[src/verilog/flrb_regs.svh]
// byte layout, reset values and codes of the fault log image
`ifndef FLRB_REGS_SVH
`define FLRB_REGS_SVH

// ==========================================================
// image geometry
`define FLRB_LOG_LEN 8'h93
`define FLRB_NO_LOG_LEN 8'h00
`define FLRB_HDR_LEN 8'h1b
`define FLRB_LAST_BYTE 8'h92
`define FLRB_REC_LAST 5'h13
`define FLRB_REC_NUM 6
`define FLRB_HDR_BITS 216
`define FLRB_REC_PAD 56'h0000_0000_0000_00

// ==========================================================
// byte offsets used to probe the image
`define FLRB_B_VOUT_PK0 8'h0b
`define FLRB_B_FAULT_REC 8'h1b
`define FLRB_B_HIST 8'h2f
`define FLRB_B_REC_STAT 8'h27

// ==========================================================
// codes and reset values
`define FLRB_SRC_MANUAL 8'hff
`define FLRB_SRC_CH_POS 4
`define FLRB_PREFACE_ID 32'h464c_3031
`define FLRB_PEAK_RST 16'h0000

`endif

[src/verilog/flrb_pkg.sv]
// types shared by the fault log record builder
package flrb_pkg;

    `include "flrb_regs.svh"

    // ==========================================================
    // fault causes, per channel
    typedef enum logic [3:0] {
        C_TON_MAX = 4'h0,
        C_VOUT_OV = 4'h1,
        C_VOUT_UV = 4'h2,
        C_IOUT_OC = 4'h3,
        C_OVER_TEMP = 4'h5,
        C_UNDER_TEMP = 4'h6,
        C_VIN_OV = 4'h7,
        C_INT_TEMP = 4'ha
    } flrb_cause_t;

    typedef enum logic [1:0] {
        ST_RUN = 2'h0,
        ST_CAPTURE = 2'h1,
        ST_FROZEN = 2'h3
    } flrb_state_t;

    // ==========================================================
    // one 20-byte event record, fields in emitted byte order
    typedef struct packed {
        logic [15:0] vout0;
        logic [15:0] vout1;
        logic [15:0] iout0;
        logic [15:0] iout1;
        logic [15:0] vin;
        logic [15:0] spare;
        logic [7:0] svout0;
        logic [7:0] svout1;
        logic [15:0] sword0;
        logic [15:0] sword1;
        logic [7:0] smfr0;
        logic [7:0] smfr1;
    } flrb_rec_t;

    typedef struct packed {
        flrb_rec_t rec;
        logic [15:0] temp_ext0;
        logic [15:0] temp_ext1;
        logic [15:0] temp_int;
    } flrb_tel_t;

    typedef struct packed {
        logic req;
        logic chan;
        flrb_cause_t cause;
    } flrb_fault_t;

    // 27-byte header, fields in emitted byte order
    typedef struct packed {
        logic [31:0] preface;
        logic [7:0] src;
        logic [47:0] ts_le;
        logic [15:0] pk_vout0;
        logic [15:0] pk_vout1;
        logic [15:0] pk_iout0;
        logic [15:0] pk_iout1;
        logic [15:0] pk_vin;
        logic [15:0] temp_ext0;
        logic [15:0] temp_ext1;
        logic [15:0] temp_int;
    } flrb_hdr_t;

    // ==========================================================
    // byte i of a 216-bit image, byte 0 in the top bits
    function automatic logic [7:0] flrb_byte(input logic [215:0] v, input logic [4:0] i);
        logic [7:0] pos;
        pos = 8'hd0 - {i, 3'b000};
        return v[pos +: 8];
    endfunction

endpackage

[src/verilog/flrb_top.sv]
// fault log record builder: working log, freeze and 147-byte readout
//
// Summary of operation
// - bytes 27..46 hold the record of the cycle in which the fault hit
// - bytes 47..146 hold five older records, newest first, oldest last
// - bytes 0..3 hold a fixed preface identifier with a factory code
// - byte 4 holds the fault source code: cause, plus 0x10 for channel 1, 0xFF manual
// - bytes 5..10 hold the 48-bit timestamp at the fault, low byte first
// - bytes 11..14 hold output voltage peaks since reset or peak clear
// - bytes 15..18 hold output current peaks since reset or peak clear
// - bytes 19..20 hold the input voltage peak since reset or peak clear
// - bytes 21..26 hold the last two external and the internal temperature
// - records: voltages, currents, input, spare, status vout, words, mfr status
// - 16-bit fields go out high byte first
// - block read is 147 bytes; count reads zero with no log
// - six newest records kept in working memory, newest first
// - a fault stops log updates and offers the frozen image
`timescale 1ns/10ps
`include "flrb_regs.svh"
module flrb_top
    import flrb_pkg::*;
#(
    // arbitrary identifier value
    parameter logic [31:0] PREFACE_ID = `FLRB_PREFACE_ID
)
(
    // clock and reset
    input logic clock_i,
    input logic nrst_i,
    // telemetry from the monitor
    input logic tel_valid_i,
    input flrb_tel_t tel_i,
    input logic cycle_done_i,
    input logic [47:0] shared_timestamp_counter_i,
    // fault and commands
    input flrb_fault_t fault_i,
    input logic manual_log_store_command_i,
    input logic clear_peaks_i,
    input logic clear_log_i,
    // fault_log_readout_command byte stream
    input logic rd_start_i,
    input logic rd_next_i,
    output logic [7:0] rd_count_o,
    output logic [7:0] rd_data_o,
    output logic rd_last_o,
    output logic log_valid_o
);

    // ==========================================================
    // state
    flrb_state_t state_ff;
    flrb_state_t nxt_state;
    logic frozen;
    logic start_cap;
    logic shift;
    logic tel_take;

    assign frozen = (state_ff == ST_FROZEN);
    assign start_cap = (state_ff == ST_RUN) && (fault_i.req || manual_log_store_command_i);
    assign shift = (state_ff == ST_RUN) && cycle_done_i;
    // the fault record keeps filling until its cycle ends
    assign tel_take = tel_valid_i && !frozen;

    always_comb begin
        nxt_state = state_ff;
        unique case (state_ff)
            ST_RUN: begin
                if (start_cap) begin
                    nxt_state = ST_CAPTURE;
                end
            end
            ST_CAPTURE: begin
                if (cycle_done_i) begin
                    nxt_state = ST_FROZEN;
                end
            end
            ST_FROZEN: begin
                if (clear_log_i) begin
                    nxt_state = ST_RUN;
                end
            end
            default: begin
                nxt_state = ST_RUN;
            end
        endcase
    end

    always_ff @(posedge clock_i or negedge nrst_i) begin
        if (!nrst_i) begin
            state_ff <= ST_RUN;
        end else begin
            state_ff <= nxt_state;
        end
    end

    // ==========================================================
    // fault source and timestamp
    // a fault beats a manual store raised in the same cycle
    logic [7:0] src_ff;
    logic [7:0] nxt_src;
    logic [47:0] ts_ff;

    assign nxt_src = fault_i.req ? {3'b000, fault_i.chan, fault_i.cause} : `FLRB_SRC_MANUAL;

    always_ff @(posedge clock_i or negedge nrst_i) begin
        if (!nrst_i) begin
            src_ff <= 8'h00;
            ts_ff <= 48'h0000_0000_0000;
        end else if (start_cap) begin
            src_ff <= nxt_src;
            ts_ff <= shared_timestamp_counter_i;
        end
    end

    // ==========================================================
    // working memory of six records, index 0 newest
    flrb_rec_t rec_mem [0:`FLRB_REC_NUM-1];

    generate
        for (genvar k = 0; k < `FLRB_REC_NUM; k++) begin : g_rec
            if (k == 0) begin : g_live
                always_ff @(posedge clock_i or negedge nrst_i) begin
                    if (!nrst_i) begin
                        rec_mem[k] <= '0;
                    end else if (tel_take) begin
                        rec_mem[k] <= tel_i.rec;
                    end
                end
            end else begin : g_hist
                always_ff @(posedge clock_i or negedge nrst_i) begin
                    if (!nrst_i) begin
                        rec_mem[k] <= '0;
                    end else if (shift) begin
                        rec_mem[k] <= rec_mem[k-1];
                    end
                end
            end
        end
    endgenerate

    // ==========================================================
    // temperatures of the last event
    logic [15:0] temp_ext0_ff;
    logic [15:0] temp_ext1_ff;
    logic [15:0] temp_int_ff;

    always_ff @(posedge clock_i or negedge nrst_i) begin
        if (!nrst_i) begin
            temp_ext0_ff <= 16'h0000;
            temp_ext1_ff <= 16'h0000;
            temp_int_ff <= 16'h0000;
        end else if (tel_take) begin
            temp_ext0_ff <= tel_i.temp_ext0;
            temp_ext1_ff <= tel_i.temp_ext1;
            temp_int_ff <= tel_i.temp_int;
        end
    end

    // ==========================================================
    // peaks: vout0, vout1, iout0, iout1, vin
    logic [15:0] pk_in [0:4];
    logic [15:0] pk [0:4];

    assign pk_in[0] = tel_i.rec.vout0;
    assign pk_in[1] = tel_i.rec.vout1;
    assign pk_in[2] = tel_i.rec.iout0;
    assign pk_in[3] = tel_i.rec.iout1;
    assign pk_in[4] = tel_i.rec.vin;

    generate
        for (genvar p = 0; p < 5; p++) begin : g_peak
            // frozen peaks also ignore a clear, so the image stays whole
            flrb_peak u_peak (
                .clock_i(clock_i),
                .nrst_i(nrst_i),
                .sample_i(tel_take),
                .clear_i(clear_peaks_i),
                .hold_i(frozen),
                .value_i(pk_in[p]),
                .peak_o(pk[p])
            );
        end
    endgenerate

    // ==========================================================
    // header image
    flrb_hdr_t hdr;

    assign hdr.preface = PREFACE_ID;
    assign hdr.src = src_ff;
    generate
        for (genvar b = 0; b < 6; b++) begin : g_ts
            assign hdr.ts_le[47-8*b -: 8] = ts_ff[8*b +: 8];
        end
    endgenerate
    assign hdr.pk_vout0 = pk[0];
    assign hdr.pk_vout1 = pk[1];
    assign hdr.pk_iout0 = pk[2];
    assign hdr.pk_iout1 = pk[3];
    assign hdr.pk_vin = pk[4];
    assign hdr.temp_ext0 = temp_ext0_ff;
    assign hdr.temp_ext1 = temp_ext1_ff;
    assign hdr.temp_int = temp_int_ff;

    // ==========================================================
    // readout walker
    logic [7:0] rd_idx_ff;
    logic [2:0] rd_rec_ff;
    logic [4:0] rd_off_ff;
    logic [7:0] nxt_idx;
    logic [2:0] nxt_rec;
    logic [4:0] nxt_off;
    logic step;
    logic in_recs;
    logic wrap;
    logic [7:0] hdr_byte;
    logic [7:0] rec_byte;
    logic [7:0] nxt_data;

    assign step = rd_next_i && (rd_idx_ff != `FLRB_LAST_BYTE);
    assign in_recs = (rd_idx_ff >= `FLRB_HDR_LEN);
    assign wrap = (rd_off_ff == `FLRB_REC_LAST);

    assign nxt_idx = rd_start_i ? 8'h00 : step ? rd_idx_ff + 8'h01 : rd_idx_ff;
    assign nxt_rec = rd_start_i ? 3'h0 :
                     (step && in_recs && wrap) ? rd_rec_ff + 3'h1 : rd_rec_ff;
    assign nxt_off = rd_start_i ? 5'h00 :
                     (step && in_recs) ? (wrap ? 5'h00 : rd_off_ff + 5'h01) : rd_off_ff;

    // fields are packed high byte first, so a plain byte slice keeps that order
    assign hdr_byte = flrb_byte(hdr, nxt_idx[4:0]);
    assign rec_byte = flrb_byte({rec_mem[nxt_rec], `FLRB_REC_PAD}, nxt_off);
    assign nxt_data = !frozen ? 8'h00 :
                      (nxt_idx < `FLRB_HDR_LEN) ? hdr_byte : rec_byte;

    always_ff @(posedge clock_i or negedge nrst_i) begin
        if (!nrst_i) begin
            rd_idx_ff <= 8'h00;
            rd_rec_ff <= 3'h0;
            rd_off_ff <= 5'h00;
            rd_data_o <= 8'h00;
            rd_last_o <= 1'b0;
        end else begin
            rd_idx_ff <= nxt_idx;
            rd_rec_ff <= nxt_rec;
            rd_off_ff <= nxt_off;
            rd_data_o <= nxt_data;
            rd_last_o <= (nxt_idx == `FLRB_LAST_BYTE);
        end
    end

    always_ff @(posedge clock_i or negedge nrst_i) begin
        if (!nrst_i) begin
            rd_count_o <= `FLRB_NO_LOG_LEN;
            log_valid_o <= 1'b0;
        end else begin
            rd_count_o <= (nxt_state == ST_FROZEN) ? `FLRB_LOG_LEN : `FLRB_NO_LOG_LEN;
            log_valid_o <= (nxt_state == ST_FROZEN);
        end
    end
endmodule

[src/verilog/flrb_peak.sv]
// running maximum of one telemetry word
`timescale 1ns/10ps
module flrb_peak
(
    // clock and reset
    input logic clock_i,
    input logic nrst_i,
    // control
    input logic sample_i,
    input logic clear_i,
    input logic hold_i,
    // data
    input logic [15:0] value_i,
    output logic [15:0] peak_o
);

    `include "flrb_regs.svh"

    // ==========================================================
    // peak tracking
    // raw unsigned compare: exact for positive data of one exponent only
    logic [15:0] peak_ff;
    logic [15:0] base;
    logic [15:0] nxt_peak;

    assign base = clear_i ? `FLRB_PEAK_RST : peak_ff;
    assign nxt_peak = hold_i ? peak_ff :
                      (sample_i && (value_i > base)) ? value_i : base;

    always_ff @(posedge clock_i or negedge nrst_i) begin
        if (!nrst_i) begin
            peak_ff <= `FLRB_PEAK_RST;
        end else begin
            peak_ff <= nxt_peak;
        end
    end

    assign peak_o = peak_ff;

endmodule

[config.mk]
export PLATFORM = sky130hd
export DESIGN_NAME = flrb_top
export DESIGN_NICKNAME = d
export VERILOG_FILES = /design/src/verilog/flrb_pkg.sv /design/src/verilog/flrb_top.sv /design/src/verilog/flrb_peak.sv
export VERILOG_INCLUDE_DIRS = /design/src /design/src/verilog
export SDC_FILE = /design/constraint.sdc
export NUM_CORES = 2
export LEC_CHECK = 0
export ABC_CLOCK_PERIOD_IN_PS = 11350
export BUFFER_PORTS_ARGS = -buffer_cell sky130_fd_sc_hd__buf_2
export CAP_MARGIN = 20
export CORE_AREA = 2 2 436 395
export DETAILED_ROUTE_END_ITERATION = 6
export DIE_AREA = 0 0 438 397
export PLACE_DENSITY = 0.47
export SYNTH_ARGS = -nofsm -noshare
export SYNTH_HDL_FRONTEND = slang
export SYNTH_SLANG_ARGS = --single-unit
export TNS_END_PERCENT = 20
[constraint.sdc]
create_clock -name clock_i -period 11.35 [get_ports clock_i]
set_input_delay 0.5675 -clock clock_i [delete_from_list [all_inputs] [get_ports clock_i]]
set_output_delay 0.5675 -clock clock_i [all_outputs]
set_load 0.005 [all_outputs]
==> metrics.cfg <==
[logic_synthesis]
yosys.area.top_type = dfrtp_1
async_flop_share_pct = 100
synth_compound_area_share_pct = 8.73
syn_area_sq_um = 57300
synthAdderAreaFrac_pct = 1.97
synth.area.top_cells = dfrtp_1 51%, mux2_2 17%, nand2_1 8.0%
post-synth-top-count-cell = nand2_1
synth_simple_gate_area_share_pct = 11.9
synth_cell_types = 86
synthXorXnorAreaFrac_pct = 0.245
synthMuxAreaShare_pct = 23.0
synth_common_cells = 1218 x nand2_1, 1170 x dfrtp_1, 849 x mux2_2
ys_seq_elements = 1170
synth.avg_cell_area_sq_um = 11.2
synth_top_family_by_area = multiplexers
synth_edf_count = 0
ys_seq_area_share_pct = 51.1
ys.flop_type = dfrtp_1
synth_top_area_share_pct = 51.1
yosys_warnings = 0
synthCells = 5106

[floorplanning]
core_sq_um = 170000
ioPinCount = 289
initial_utilization_pct = 33.8
dieArea_sq_um = 174000
rows = 144
die_height_um = 397
chipWidth_um = 438

[critical_path]
cp-end-kind = flop
rr_worst_depth = 16
start_kind = flop
crit_chain = ha_1, nor4bb_1, buf_4, a21oi_1, a32oi_4, buf_4, clkinv_2, ha_2, and3_1, nor2_4, buf_4, buf_4, a311oi_1, o311ai_0, o211ai_1, o221a_1
critPathKind = reg -> reg
reg2reg_to = rd_data_o[3]
arrival_ns = 6.98
crit_fanout = 42
r2r_setup_slack_ns = 5.04
crit_top_cell = buf_4
r2r-start = rd_off_ff[0]
cpMaxStageDelayCell = o311ai_0
startpoint = rd_off_ff[0]
critPathMaxStageDelay_ns = 0.99
crit_required_ns = 12.02

[sta]
slew_headroom_pct = 19.3
rsz0062_at_grt = false
worst_pin_slew_ns = 1.21
post-route-period-util_pct = 55.6
finalSetupTns_ns = 0
fmax_ghz = 0.158
fin_skew_ns = 0.0346
hold_violations = 0
final-max-slew-violation-count = 0
finalSetupViolCount = 0
fin_hold_ws_ns = 0.0550
final.min_clock_period_ns = 6.31

[layout]
stdcell_area_sq_um = 67600
drive_gt1_share_pct = 28.3
synthToLayoutAreaGrowth_pct = 18.1
layout.cells.non_filler = 7841
fillers = 16471
final_nets = 5830

[run]
cap_violations = 0

[pwr]
ir_drop_uv = 127
power_density_nw_per_um2 = 241
p_total_mw = 16.3
power_leakage_nw = 30.1

[cts]
htreeDepth = 4
clk_latency_ns = 0.79
clkTransAtPathRegs_ns = 0.06
clock-sinks = 1170
clock_path_buffers = 3
clockRootBuffer = clkbuf_16
cts_made_buffers = 139
cts_tree = yes

[detailed_routing]
routed_wl_mm = 188
drtIter0Drc = 3505
drc = 0
vias_per_cell = 5.35
dr.pass1.iters = 5
wl_per_cell_um = 24.0
ant_nets = 0
vias = 41919

[global_routing]
grt.met2_usage_pct = 34.3
grt_use_total_pct = 21.5
antenna_found_initial = 18
grt_pass1_wl_mm = 282
met1_usage_pct = 30.1
grt_busiest_layer = met2
grt_pass1_vias = 42248
use_met3_pct = 3.33
grt_max_degree = 174
grt_overflow_total = 0

[hold_path]
hold_end = rec_mem[892]
min_path_cells = 3
min-delay-start = tel_i[140]
min_path_type = in -> reg

[placement]
postPlaceCellArea_sq_um = 60900
io_buffers = 284
gp_congestion = 0.887
dp_cells = 7385
hpwl_mm = 126

[run_status]
status = finished clean

[worst max-delay path by stage]
| stage | to | slack, ns | cells after the start |
|---|---|---|---|
| 6_report | rd_data_o[3] | 5.04 | 16 |
| 5_1_grt | rd_data_o[3] | 4.79 | 16 |
| 4_1_cts | rd_data_o[3] | 5.20 | 16 |
| 3_5_place_dp | rd_data_o[3] | 5.23 | 16 |
| 3_3_place_gp | rd_data_o[4] | 5.37 | 16 |
| 2_1_floorplan | rd_data_o[0] | 6.60 | 19 |
[layer usage]
| metal | up-vias | wire [um] | share of wire [%] |
|---|---|---|---|
| met3 | 230 | 8550 | 4.5 |
| li1 | 19032 | - | - |
| met1 | 21739 | 86000 | 46 |
| met4 | 0 | 5090 | 2.7 |
| met5 | - | 0 | 0 |
| met2 | 918 | 88500 | 47 |
[through the flow]
stage	worst slack (ns)	utilization (%)
2_1_floorplan	6.60	-
6_report	5.04	39.9
3_5_place_dp	5.23	35.9
4_1_cts	5.20	39.8
5_1_grt	4.79	39.8
3_3_place_gp	5.37	35.9
[power by group]
group	total, mW	switching [mW]	internal, mW
combinational	4.31	1.92	2.39
sequential	7.38	1.45	5.93
clock	4.58	1.87	2.71
[flip-flops by register name (all words and copies together) (netlist names), 6 cells and up]
| signal | flops |
|---|---|
| temp_ext1_ff | 16 |
| temp_ext0_ff | 16 |
| rd_data_o | 8 |
| g_peak.u_peak.peak_o | 80 |
| rec_mem | 960 |
| temp_int_ff | 16 |
| src_ff | 6 |
| ts_ff | 48 |
| rd_idx_ff | 8 |
[layout make-up]
cell class / instances / area, sq um / area share (%)
inverters: 26 / 120 / 0.178
clock buffers: 194 / 4020 / 5.94
multi-input cells: 3547 / 26400 / 39.0
repair buffers: 585 / 4330 / 6.41
well taps: 2263 / 2830 / 4.19
flip-flops and latches: 1170 / 29300 / 43.3
clock inverters: 45 / 622 / 0.919
diodes: 11 / 27.5 / 0.0407
[logic make-up after synthesis]
kind of cell,after synthesis
buf+inv,392
simple gates,1617
flops,1170
compound gates,721
fa+ha+maj,90
mux,1099
xor+xnor,16
other cells,1
[critical path, delay by kind of cell, from the launching register on]
family,cells,cell delay [ns]
adder cells (fa/ha/maj),2,0.64
buffers and inverters,5,1.73
AO/OA/AOI/OAI,6,2.26
flip-flops,1,0.58
AND/OR/NAND/NOR,3,0.92
[timing repair]
item,in CTS,in global routing
setup buffers,0,0
hold buffers,204,0
endpoints found under the setup margin,0,0
resized for setup,0,0
endpoints found under the hold margin,310,0
[layout by cell type (no fill, tap or decap), types with 110 or more instances in the layout]
cell           instances
mux2_2               849
buf_2                285
dlygate4sd3_1        204
o21ai_0              144
and3_1               123
nand2_1             1216
clkbuf_16            141
a21oi_1              110
dfrtp_1             1170
mux2i_1              159
Note: power is estimated with default switching activity, not from simulation.
